**src/subsample_conv_pkg.sv**
```systemverilog
// Shared constants and types for the sub-sampling converter control block
package subsample_conv_pkg;
	localparam int ADDR_W = 12;
	localparam int DATA_W = 24;
	localparam int FIFO_DEPTH = 16;
	// Register byte offsets
	localparam logic [11:0] OFF_CONTROL = 12'h000;
	localparam logic [11:0] OFF_STATUS = 12'h004;
	localparam logic [11:0] OFF_ERROR = 12'h008;
	localparam logic [11:0] OFF_IRQ_MASK = 12'h00C;
	localparam logic [11:0] OFF_REVISION = 12'h010;
	localparam logic [11:0] OFF_FRAME_CNT = 12'h014;
	localparam logic [11:0] OFF_LINE_CNT = 12'h018;
	localparam logic [11:0] OFF_PIXEL_CNT = 12'h01C;
	localparam logic [11:0] OFF_DIMENSIONS = 12'h020;
	localparam logic [11:0] OFF_FORMAT = 12'h028;
	localparam logic [11:0] OFF_COEF = 12'h100;
	// Control word fields
	localparam int CTRL_ENABLE_BIT = 0;
	localparam int CTRL_COMMIT_BIT = 1;
	localparam int CTRL_SOFT_RESET_BIT = 30;
	localparam int CTRL_FRAME_RESET_BIT = 31;
	// Status word fields
	localparam int STAT_IN_FRAME_BIT = 0;
	localparam int STAT_RESET_BIT = 1;
	localparam int STAT_SYNC_WAIT_BIT = 2;
	// Reset values
	localparam logic [31:0] CONTROL_RESET = 32'h0000_0000;
	localparam logic [31:0] IRQ_MASK_RESET = 32'h0000_0000;
	localparam logic [31:0] DIMENSIONS_RESET = 32'h0438_0780;
	localparam logic [31:0] FORMAT_RESET = 32'h0000_0000;
	localparam logic [31:0] COEF_RESET = 32'h0000_0000;
	// Arbitrary revision value, names no real part
	localparam logic [31:0] REVISION_VALUE = 32'h0001_0000;
	// Frame-aligned internal reset length
	localparam logic [5:0] FRAME_RESET_CYCLES = 6'h20;
	localparam logic [1:0] RESP_OKAY = 2'h0;

	typedef struct packed {
		logic [DATA_W-1:0] data;
		logic sof;
		logic eol;
	} video_beat_t;

	typedef struct packed {
		logic [31:0] dimensions;
		logic [31:0] format;
		logic [31:0] coef;
	} param_set_t;

	typedef enum logic [1:0] {
		ST_SYNC_WAIT,
		ST_IDLE,
		ST_IN_FRAME
	} frame_state_t;
endpackage : subsample_conv_pkg

```
**src/subsample_conv_ctrl_regs.sv**
```systemverilog
// Register bank, reset control and stream gating of the sub-sampling converter
//
// How it works
// - Soft reset restores registers, flushes FIFO, gates stream
// - Control bit 30 resets at once
// - Reset holds until software clears bit 30
// - After release, resync on next start of frame
// - Frame-aligned reset: wait frame end, 32 cycles
// - Stalled mid-frame, frame reset keeps waiting
// - Writes update processor-side copies immediately
// - Active set loads only at start of frame
// - Load only when commit flag is one
// - Enable bit starts and stops processing
// - Every access is a full 32-bit word
// - Fixed offsets 0x0000 to 0x0020, 0x0028 and 0x0100 decoded
// - Frame, line, pixel counters at 0x14-0x1C
`timescale 1ns/1ps

module stream_fifo #(
	parameter int WIDTH = 8,
	parameter int DEPTH = 16
) (
	input wire logic core_clk,
	input wire logic resetn,
	input wire logic clk_en,
	input wire logic flush,
	input wire logic in_valid,
	output logic in_ready,
	input wire logic [WIDTH-1:0] in_data,
	output logic out_valid,
	input wire logic out_ready,
	output logic [WIDTH-1:0] out_data,
	output logic [$clog2(DEPTH):0] level
);
	localparam int AW = $clog2(DEPTH);
	logic [WIDTH-1:0] mem [DEPTH];
	logic [AW-1:0] wr_ptr_q;
	logic [AW-1:0] rd_ptr_q;
	logic [AW:0] count_q;
	logic push;
	logic pop;

	assign in_ready = (count_q != (AW+1)'(DEPTH));
	assign out_valid = (count_q != '0);
	assign out_data = mem[rd_ptr_q];
	assign level = count_q;
	assign push = in_valid && in_ready;
	assign pop = out_valid && out_ready;

	always_ff @(posedge core_clk) begin
		if (clk_en && push) begin
			mem[wr_ptr_q] <= in_data;
		end
	end

	always_ff @(posedge core_clk) begin
		if (!resetn || (clk_en && flush)) begin
			wr_ptr_q <= '0;
			rd_ptr_q <= '0;
			count_q <= '0;
		end else if (clk_en) begin
			if (push) begin
				wr_ptr_q <= wr_ptr_q + AW'(1);
			end
			if (pop) begin
				rd_ptr_q <= rd_ptr_q + AW'(1);
			end
			if (push && !pop) begin
				count_q <= count_q + (AW+1)'(1);
			end else if (pop && !push) begin
				count_q <= count_q - (AW+1)'(1);
			end
		end
	end
endmodule : stream_fifo

module subsample_conv_ctrl_regs
	import subsample_conv_pkg::*;
(
	input wire logic core_clk,
	input wire logic resetn,
	input wire logic clk_en,
	// AXI4-Lite register port
	input wire logic [ADDR_W-1:0] s_axi_awaddr,
	input wire logic s_axi_awvalid,
	output logic s_axi_awready,
	input wire logic [31:0] s_axi_wdata,
	input wire logic [3:0] s_axi_wstrb,
	input wire logic s_axi_wvalid,
	output logic s_axi_wready,
	output logic [1:0] s_axi_bresp,
	output logic s_axi_bvalid,
	input wire logic s_axi_bready,
	input wire logic [ADDR_W-1:0] s_axi_araddr,
	input wire logic s_axi_arvalid,
	output logic s_axi_arready,
	output logic [31:0] s_axi_rdata,
	output logic [1:0] s_axi_rresp,
	output logic s_axi_rvalid,
	input wire logic s_axi_rready,
	// AXI4-Stream video input
	input wire logic [DATA_W-1:0] s_axis_video_tdata,
	input wire logic s_axis_video_tvalid,
	output logic s_axis_video_tready,
	input wire logic s_axis_video_tuser,
	input wire logic s_axis_video_tlast,
	// AXI4-Stream video output
	output logic [DATA_W-1:0] m_axis_video_tdata,
	output logic m_axis_video_tvalid,
	input wire logic m_axis_video_tready,
	output logic m_axis_video_tuser,
	output logic m_axis_video_tlast,
	// Active parameter set used by the filter datapath
	output param_set_t active_params
);
	logic [31:0] control_word_q;
	logic [31:0] interrupt_mask_q;
	param_set_t shadow_q;
	logic [31:0] frame_cnt_q;
	logic [31:0] line_cnt_q;
	logic [31:0] pixel_cnt_q;
	logic [15:0] frame_line_q;
	logic [5:0] frame_rst_cnt_q;
	logic frame_rst_pend_q;
	frame_state_t state_q;
	logic int_rst;
	logic enabled;
	logic in_beat;
	logic keep_beat;
	logic frame_done;
	logic wr_fire;
	logic rd_fire;
	logic fifo_out_valid;
	logic fifo_out_ready;
	logic fifo_in_ready;
	video_beat_t fifo_in;
	video_beat_t fifo_out;
	logic [$clog2(FIFO_DEPTH):0] fifo_level;

	function automatic logic [31:0] read_mux(input logic [ADDR_W-1:0] addr);
		logic [31:0] v;
		v = 32'h0000_0000;
		unique case (addr)
			OFF_CONTROL: v = control_word_q;
			OFF_STATUS: begin
				v[STAT_IN_FRAME_BIT] = (state_q == ST_IN_FRAME);
				v[STAT_RESET_BIT] = int_rst;
				v[STAT_SYNC_WAIT_BIT] = (state_q == ST_SYNC_WAIT);
			end
			OFF_ERROR: v = 32'h0000_0000;
			OFF_IRQ_MASK: v = interrupt_mask_q;
			OFF_REVISION: v = REVISION_VALUE;
			OFF_FRAME_CNT: v = frame_cnt_q;
			OFF_LINE_CNT: v = line_cnt_q;
			OFF_PIXEL_CNT: v = pixel_cnt_q;
			OFF_DIMENSIONS: v = shadow_q.dimensions;
			OFF_FORMAT: v = shadow_q.format;
			OFF_COEF: v = shadow_q.coef;
			default: v = 32'h0000_0000;
		endcase
		return v;
	endfunction : read_mux

	// Internal reset: held soft reset or the timed frame reset
	assign int_rst = control_word_q[CTRL_SOFT_RESET_BIT] || (frame_rst_cnt_q != 6'h00);
	assign enabled = control_word_q[CTRL_ENABLE_BIT];
	assign in_beat = s_axis_video_tvalid && s_axis_video_tready;
	// Beats before the first start of frame after a reset are dropped
	assign keep_beat = in_beat && (state_q != ST_SYNC_WAIT || s_axis_video_tuser);
	assign frame_done = keep_beat && s_axis_video_tlast && (frame_line_q + 16'h0001 >= active_params.dimensions[31:16]);
	assign wr_fire = s_axi_awvalid && s_axi_wvalid && !s_axi_bvalid && !s_axi_awready;
	assign rd_fire = s_axi_arvalid && !s_axi_rvalid && !s_axi_arready;
	assign fifo_in = '{data: s_axis_video_tdata, sof: s_axis_video_tuser, eol: s_axis_video_tlast};
	assign fifo_out_ready = enabled && !int_rst && (!m_axis_video_tvalid || m_axis_video_tready);

	stream_fifo #(
		.WIDTH($bits(video_beat_t)),
		.DEPTH(FIFO_DEPTH)
	) u_fifo (
		.core_clk(core_clk),
		.resetn(resetn),
		.clk_en(clk_en),
		.flush(int_rst),
		.in_valid(keep_beat),
		.in_ready(fifo_in_ready),
		.in_data(fifo_in),
		.out_valid(fifo_out_valid),
		.out_ready(fifo_out_ready),
		.out_data(fifo_out),
		.level(fifo_level)
	);

	// AXI4-Lite write channel; whole words only, strobes are not used
	always_ff @(posedge core_clk) begin
		if (!resetn) begin
			s_axi_awready <= 1'b0;
			s_axi_wready <= 1'b0;
			s_axi_bvalid <= 1'b0;
			s_axi_bresp <= RESP_OKAY;
		end else if (clk_en) begin
			s_axi_awready <= wr_fire;
			s_axi_wready <= wr_fire;
			if (wr_fire) begin
				s_axi_bvalid <= 1'b1;
				s_axi_bresp <= RESP_OKAY;
			end else if (s_axi_bready) begin
				s_axi_bvalid <= 1'b0;
			end
		end
	end

	// AXI4-Lite read channel
	always_ff @(posedge core_clk) begin
		if (!resetn) begin
			s_axi_arready <= 1'b0;
			s_axi_rvalid <= 1'b0;
			s_axi_rdata <= 32'h0000_0000;
			s_axi_rresp <= RESP_OKAY;
		end else if (clk_en) begin
			s_axi_arready <= rd_fire;
			if (rd_fire) begin
				s_axi_rvalid <= 1'b1;
				s_axi_rdata <= read_mux(s_axi_araddr);
				s_axi_rresp <= RESP_OKAY;
			end else if (s_axi_rready) begin
				s_axi_rvalid <= 1'b0;
			end
		end
	end

	// Control word; soft reset bit survives its own reset so software must clear it
	always_ff @(posedge core_clk) begin
		if (!resetn) begin
			control_word_q <= CONTROL_RESET;
		end else if (clk_en) begin
			if (wr_fire && s_axi_awaddr == OFF_CONTROL) begin
				control_word_q <= s_axi_wdata;
			end else if (int_rst) begin
				control_word_q <= CONTROL_RESET;
				control_word_q[CTRL_SOFT_RESET_BIT] <= control_word_q[CTRL_SOFT_RESET_BIT];
			end else if (frame_rst_pend_q && !control_word_q[CTRL_FRAME_RESET_BIT]) begin
				control_word_q[CTRL_FRAME_RESET_BIT] <= 1'b0;
			end else if (control_word_q[CTRL_FRAME_RESET_BIT]) begin
				control_word_q[CTRL_FRAME_RESET_BIT] <= 1'b0;
			end
		end
	end

	// Processor-side copies, written at once
	always_ff @(posedge core_clk) begin
		if (!resetn) begin
			interrupt_mask_q <= IRQ_MASK_RESET;
			shadow_q <= '{dimensions: DIMENSIONS_RESET, format: FORMAT_RESET, coef: COEF_RESET};
		end else if (clk_en) begin
			if (int_rst) begin
				interrupt_mask_q <= IRQ_MASK_RESET;
				shadow_q <= '{dimensions: DIMENSIONS_RESET, format: FORMAT_RESET, coef: COEF_RESET};
			end else if (wr_fire) begin
				unique case (s_axi_awaddr)
					OFF_IRQ_MASK: interrupt_mask_q <= s_axi_wdata;
					OFF_DIMENSIONS: shadow_q.dimensions <= s_axi_wdata;
					OFF_FORMAT: shadow_q.format <= s_axi_wdata;
					OFF_COEF: shadow_q.coef <= s_axi_wdata;
					default: ;
				endcase
			end
		end
	end

	// Active set loads at a kept start-of-frame beat, only while commit is on
	always_ff @(posedge core_clk) begin
		if (!resetn) begin
			active_params <= '{dimensions: DIMENSIONS_RESET, format: FORMAT_RESET, coef: COEF_RESET};
		end else if (clk_en) begin
			if (int_rst) begin
				active_params <= '{dimensions: DIMENSIONS_RESET, format: FORMAT_RESET, coef: COEF_RESET};
			end else if (keep_beat && s_axis_video_tuser && control_word_q[CTRL_COMMIT_BIT]) begin
				active_params <= shadow_q;
			end
		end
	end

	// Frame tracking
	always_ff @(posedge core_clk) begin
		if (!resetn) begin
			state_q <= ST_SYNC_WAIT;
			frame_line_q <= 16'h0000;
		end else if (clk_en) begin
			if (int_rst) begin
				state_q <= ST_SYNC_WAIT;
				frame_line_q <= 16'h0000;
			end else if (keep_beat) begin
				if (s_axis_video_tuser) begin
					frame_line_q <= 16'h0000;
				end
				if (frame_done) begin
					state_q <= ST_IDLE;
					frame_line_q <= 16'h0000;
				end else begin
					state_q <= ST_IN_FRAME;
					if (s_axis_video_tlast) begin
						frame_line_q <= frame_line_q + 16'h0001;
					end
				end
			end
		end
	end

	// Frame-aligned reset: park the request until no frame is in flight
	always_ff @(posedge core_clk) begin
		if (!resetn) begin
			frame_rst_pend_q <= 1'b0;
			frame_rst_cnt_q <= 6'h00;
		end else if (clk_en) begin
			if (frame_rst_cnt_q != 6'h00) begin
				frame_rst_cnt_q <= frame_rst_cnt_q - 6'h01;
			end else if (frame_rst_pend_q || control_word_q[CTRL_FRAME_RESET_BIT]) begin
				// A stalled frame keeps the request parked; a new start of frame also ends it
				if (state_q != ST_IN_FRAME || frame_done || (keep_beat && s_axis_video_tuser)) begin
					frame_rst_pend_q <= 1'b0;
					frame_rst_cnt_q <= FRAME_RESET_CYCLES;
				end else begin
					frame_rst_pend_q <= 1'b1;
				end
			end
		end
	end

	// Throughput counters
	always_ff @(posedge core_clk) begin
		if (!resetn) begin
			frame_cnt_q <= 32'h0000_0000;
			line_cnt_q <= 32'h0000_0000;
			pixel_cnt_q <= 32'h0000_0000;
		end else if (clk_en) begin
			if (int_rst) begin
				frame_cnt_q <= 32'h0000_0000;
				line_cnt_q <= 32'h0000_0000;
				pixel_cnt_q <= 32'h0000_0000;
			end else if (keep_beat) begin
				pixel_cnt_q <= pixel_cnt_q + 32'h0000_0001;
				if (s_axis_video_tlast) begin
					line_cnt_q <= line_cnt_q + 32'h0000_0001;
				end
				if (frame_done) begin
					frame_cnt_q <= frame_cnt_q + 32'h0000_0001;
				end
			end
		end
	end

	// Input ready is registered, so it is dropped one entry early to cover the beat in flight
	always_ff @(posedge core_clk) begin
		if (!resetn) begin
			s_axis_video_tready <= 1'b0;
		end else if (clk_en) begin
			s_axis_video_tready <= enabled && !int_rst && fifo_in_ready
				&& (fifo_level < ($clog2(FIFO_DEPTH)+1)'(FIFO_DEPTH - 1));
		end
	end

	// Output register stage
	always_ff @(posedge core_clk) begin
		if (!resetn) begin
			m_axis_video_tvalid <= 1'b0;
			m_axis_video_tdata <= '0;
			m_axis_video_tuser <= 1'b0;
			m_axis_video_tlast <= 1'b0;
		end else if (clk_en) begin
			if (int_rst || !enabled) begin
				m_axis_video_tvalid <= 1'b0;
			end else if (fifo_out_ready) begin
				m_axis_video_tvalid <= fifo_out_valid;
				if (fifo_out_valid) begin
					m_axis_video_tdata <= fifo_out.data;
					m_axis_video_tuser <= fifo_out.sof;
					m_axis_video_tlast <= fifo_out.eol;
				end
			end
		end
	end
endmodule : subsample_conv_ctrl_regs

```
**config.mk**
```make
export PLATFORM = sky130hd
export DESIGN_NAME = subsample_conv_ctrl_regs
export DESIGN_NICKNAME = d
export VERILOG_FILES = /design/src/subsample_conv_pkg.sv /design/src/subsample_conv_ctrl_regs.sv
export SDC_FILE = /design/constraint.sdc
export NUM_CORES = 1
export LEC_CHECK = 0
export ABC_AREA = 1
export BUFFER_PORTS_ARGS = -buffer_cell sky130_fd_sc_hd__buf_2
export CAP_MARGIN = 20
export CORE_MARGIN = 4
export CORE_UTILIZATION = 60
export DETAILED_ROUTE_END_ITERATION = 8
export PLACE_DENSITY_LB_ADDON = 0.05
export REMOVE_ABC_BUFFERS = 1
export SLEW_MARGIN = 5
export SYNTH_ARGS = -nofsm -noshare
export SYNTH_HDL_FRONTEND = slang
export SYNTH_SLANG_ARGS = --single-unit
```
**constraint.sdc**
```tcl
create_clock -name core_clk -period 7.2 [get_ports core_clk]
set_input_delay 1.44 -clock core_clk [delete_from_list [all_inputs] [get_ports core_clk]]
set_output_delay 1.44 -clock core_clk [all_outputs]
set_load 0.005 [all_outputs]
```
==> metrics.md <==
| Metric | Value |
|---|---|
| Post-route ant nets | `0` |
| Synth warn | `0` |
| EDFF count, synth | `416` |
| I/O pin cnt | `261` |
| Status | `completed` |
| Synthesized instance count | `4408` |
| Maximum clock path buffer count | `3` |
| Via density | `5.88` |
| Final std cells w/o fill | `5468` |
| Total negative slack | `0 ns` |
| Hold_sp | `active_params[53]` |
| VDD IR max | `0.000260 V` |
| Max_slew headroom | `21.7%` |
| CTS Hold Bufs | `0` |
| Die H | `260 um` |
| Largest fanout on the critical path | `33` |
| Routed WL | `115000 um` |
| Initial DRC count | `4002` |
| Total gr overflow | `0` |
| Gpl congestion | `0.968` |
| Met2 Routed Length | `51300 um` |
| R2R Setup Slk | `3.18 ns` |
| Final min period | `4.02 ns` |
| Post-synth top flop | `dfxtp_1` |
| Worst Reg2Reg Path Length in Cells | `21` |
| Die Span X | `260 um` |
| CP Class | `reg2reg` |
| CP Capture Type | `flop` |
| Cell variety after synth | `51` |
| Max-slew violation count | `0` |
| CTS tree | `built` |
| Clock Pin Slew Worst Setup and Hold Paths | `0.06 ns` |
| R2r startpoint | `frame_line_q[0]` |
| Wl on met1 | `48100 um` |
| Post-CTS Setup Inserts | `0` |
| Effective utilization at floorplan | `60.5%` |
| RSZ-0062 raised after global routing | `no` |
| First-pass iteration count of the detailed router | `6` |
| Top sig layer | `met5` |
| Post-Place Setup Slack | `2.66 ns` |
| Mapped Area | `38200 um2` |
| Fin nets | `4667` |
| Worst min-delay path class | `reg2reg` |
| Global Route Usage Sum | `32.8%` |
| CTS root buf | `clkbuf_16` |
| Tcrit/Tclk final | `55.8%` |
| Hold path depth | `2` |
| Total power | `11.7 mW` |
| Worst setup margin | `3.18 ns` |
| Num Clock Sinks | `870` |
| Synthesized area per cell | `8.66 um2` |
| # setup viols final | `0` |
| Cell row count | `92` |
| FFs w/ async S/R, synth | `0%` |
| # placed instances | `5290` |
| #FFs+latches synth | `870` |
| Register area share after synthesis | `56.5%` |
| Post_cts resized | `0` |
| Num CTS Buffers | `90` |
| WHS Endpoint | `active_params[53]` |
| Leakage | `15.2 nW` |
| DP Wirelength | `71900 um` |
| Core ar. | `63100 um2` |
| Die area | `67800 um2` |
| P&R area growth vs syn | `12.8%` |
| PortBufs | `252` |
| Layout cells sized above 1 | `12.7%` |
| Clk_lat worst skew | `0.65 ns` |
| Initial antenna violation count | `7` |
| Clock Skew | `0.0157 ns` |
| Fmax | `249 MHz` |
| DRC errors left | `0` |
| Setup crit start kind | `flop` |
| Arrival @ worst endpoint | `4.53 ns` |
| Vias | `32100` |
| Pwr dens | `272 nW/um2` |
| Wire per inst | `21.0 um` |
| Max-Cap Viols | `0` |
| CP Data Required Time | `7.70 ns` |
| Least-Margin Pin Slew | `1.17 ns` |
| Final-report hold violation count | `0` |
| Global-route wire length before repair | `172000 um` |
| Metal3 WL | `12100 um` |
| Vias in the first global route | `29300` |
| Largest net degree at the start of global routing | `106` |
| H-tree depth | `3` |
| Capture point of the worst reg-to-reg path | `frame_cnt_q[5]` |
logic make-up after synthesis:
group                    Yosys count  share of synthesized area [%]
other                              1                        0.00982
buffers and inverters            534                           5.76
adder cells (fa/ha/maj)           31                           1.04
XOR/XNOR                          45                           1.03
AO/OA/AOI/OAI                    916                           13.5
flip-flops                       870                           56.5
AND/OR/NAND/NOR                 2011                           22.2
placed cells by master, fill, tap and decap left out, drive strengths merged:
master / n
nand3: 285
clkinv: 23
nand4: 69
conb: 4
buf: 299
nand3b: 5
fa: 1
xnor2: 5
xor2: 40
nor4: 7
a221oi: 1
o21a: 1
o211ai: 7
and3: 1
nand2: 1022
o31ai: 1
clkbuf: 132
ha: 30
inv: 276
nor3: 60
o211a: 4
o221ai: 55
a31oi: 33
nor2: 548
a2bb2oi: 1
bufinv: 6
o21ai: 329
edfxtp: 416
dfxtp: 454
or2: 12
a211oi: 4
a21oi: 397
o22ai: 83
diode: 4
nor3b: 2
clkinvlp: 5
layout make-up:
cell class	instances	area [um2]
sequential	870	21600
fill	5264	20000
multi-input combinational	3007	14600
clock buffer	132	2640
timing repair buffer	299	1790
tap	846	1060
inverter	272	1040
clock inverter	38	385
antenna	4	10.0
metrics by stage:
stage	utilization [%]	hold slack [ns]	area, um2
after floorplan	-	0.441	37000
after global placement	63.1	0.447	39800
after detailed placement	63.3	0.449	39900
after CTS	68.1	0.458	43000
after global routing	68.3	0.473	43100
final	68.3	0.458	43100
power breakdown:
| group | internal (mW) | switching, mW | leakage [nW] |
|---|---|---|---|
| clock | 2.77 | 1.96 | 1.49 |
| combinational | 0.317 | 1.40 | 6.33 |
| sequential | 5.22 | 0.0352 | 7.40 |
| total | 8.31 | 3.39 | 15.2 |
flip-flops by register name, summed over array words and instances (netlist names), 2 cells and up:
name	flops
line_cnt_q	32
u_fifo.wr_ptr_q	4
s_axi_rdata	32
control_word_q	32
frame_rst_cnt_q	6
u_fifo.level	5
pixel_cnt_q	32
interrupt_mask_q	32
active_params	96
frame_cnt_q	32
m_axis_video_tdata	24
u_fifo.mem	416
state_q	2
u_fifo.rd_ptr_q	4
shadow_q	96
frame_line_q	16
synth_stat cells (all sizes together) (69+ instances only):
cell | instances | share of area [%]
a21oi | 397 | 5.5
buf | 107 | 1.6
clkbuf | 155 | 1.5
dfxtp | 454 | 24
edfxtp | 416 | 33
inv | 272 | 2.7
nand2 | 1022 | 10
nand3 | 285 | 3.8
nand4 | 69 | 1.1
nor2 | 548 | 5.6
o21ai | 329 | 4.3
o22ai | 83 | 1.4
worst max-delay path, cell delays in order, from the launching register on:
cell and delay [ns]:
dfxtp_1 0.39, ha_1 0.21, nand2_1 0.06, nor2_1 0.16, nand3_1 0.16, inv_1 0.10, nand3_1 0.12, nor3_1 0.20
xor2_1 0.17, inv_1 0.07, ha_1 0.27, nand2_1 0.07, nor3_1 0.18, nand2_1 0.07, nand2_1 0.21, nand2_1 0.23
nand2_2 0.10, buf_4 0.36, nand2_1 0.34, buf_16 0.27, nand2_1 0.06, a21oi_1 0.06
metal layers:
| layer | vias up | track usage, % |
|---|---|---|
| met3 | 214 | 8.59 |
| met1 | 15200 | 47.0 |
| met5 | - | 0 |
| li1 | 15300 | - |
| met2 | 1466 | 49.7 |
| met4 | 6 | 9.66 |
how the worst max path moves through the flow:
stage                           startpoint              end  slack, ns  cells past startpoint
after floorplan                     resetn  pixel_cnt_q[20]      -1.48                      5
after global placement    s_axi_araddr[11]  s_axi_rdata[24]       2.68                     11
after detailed placement  s_axi_araddr[11]  s_axi_rdata[31]       2.66                     11
after CTS                  frame_line_q[0]  frame_cnt_q[31]       2.89                     20
after global routing       frame_line_q[0]  frame_cnt_q[21]       2.77                     21
final                      frame_line_q[0]   frame_cnt_q[5]       3.18                     21
(Power assumes the default switching activity.)
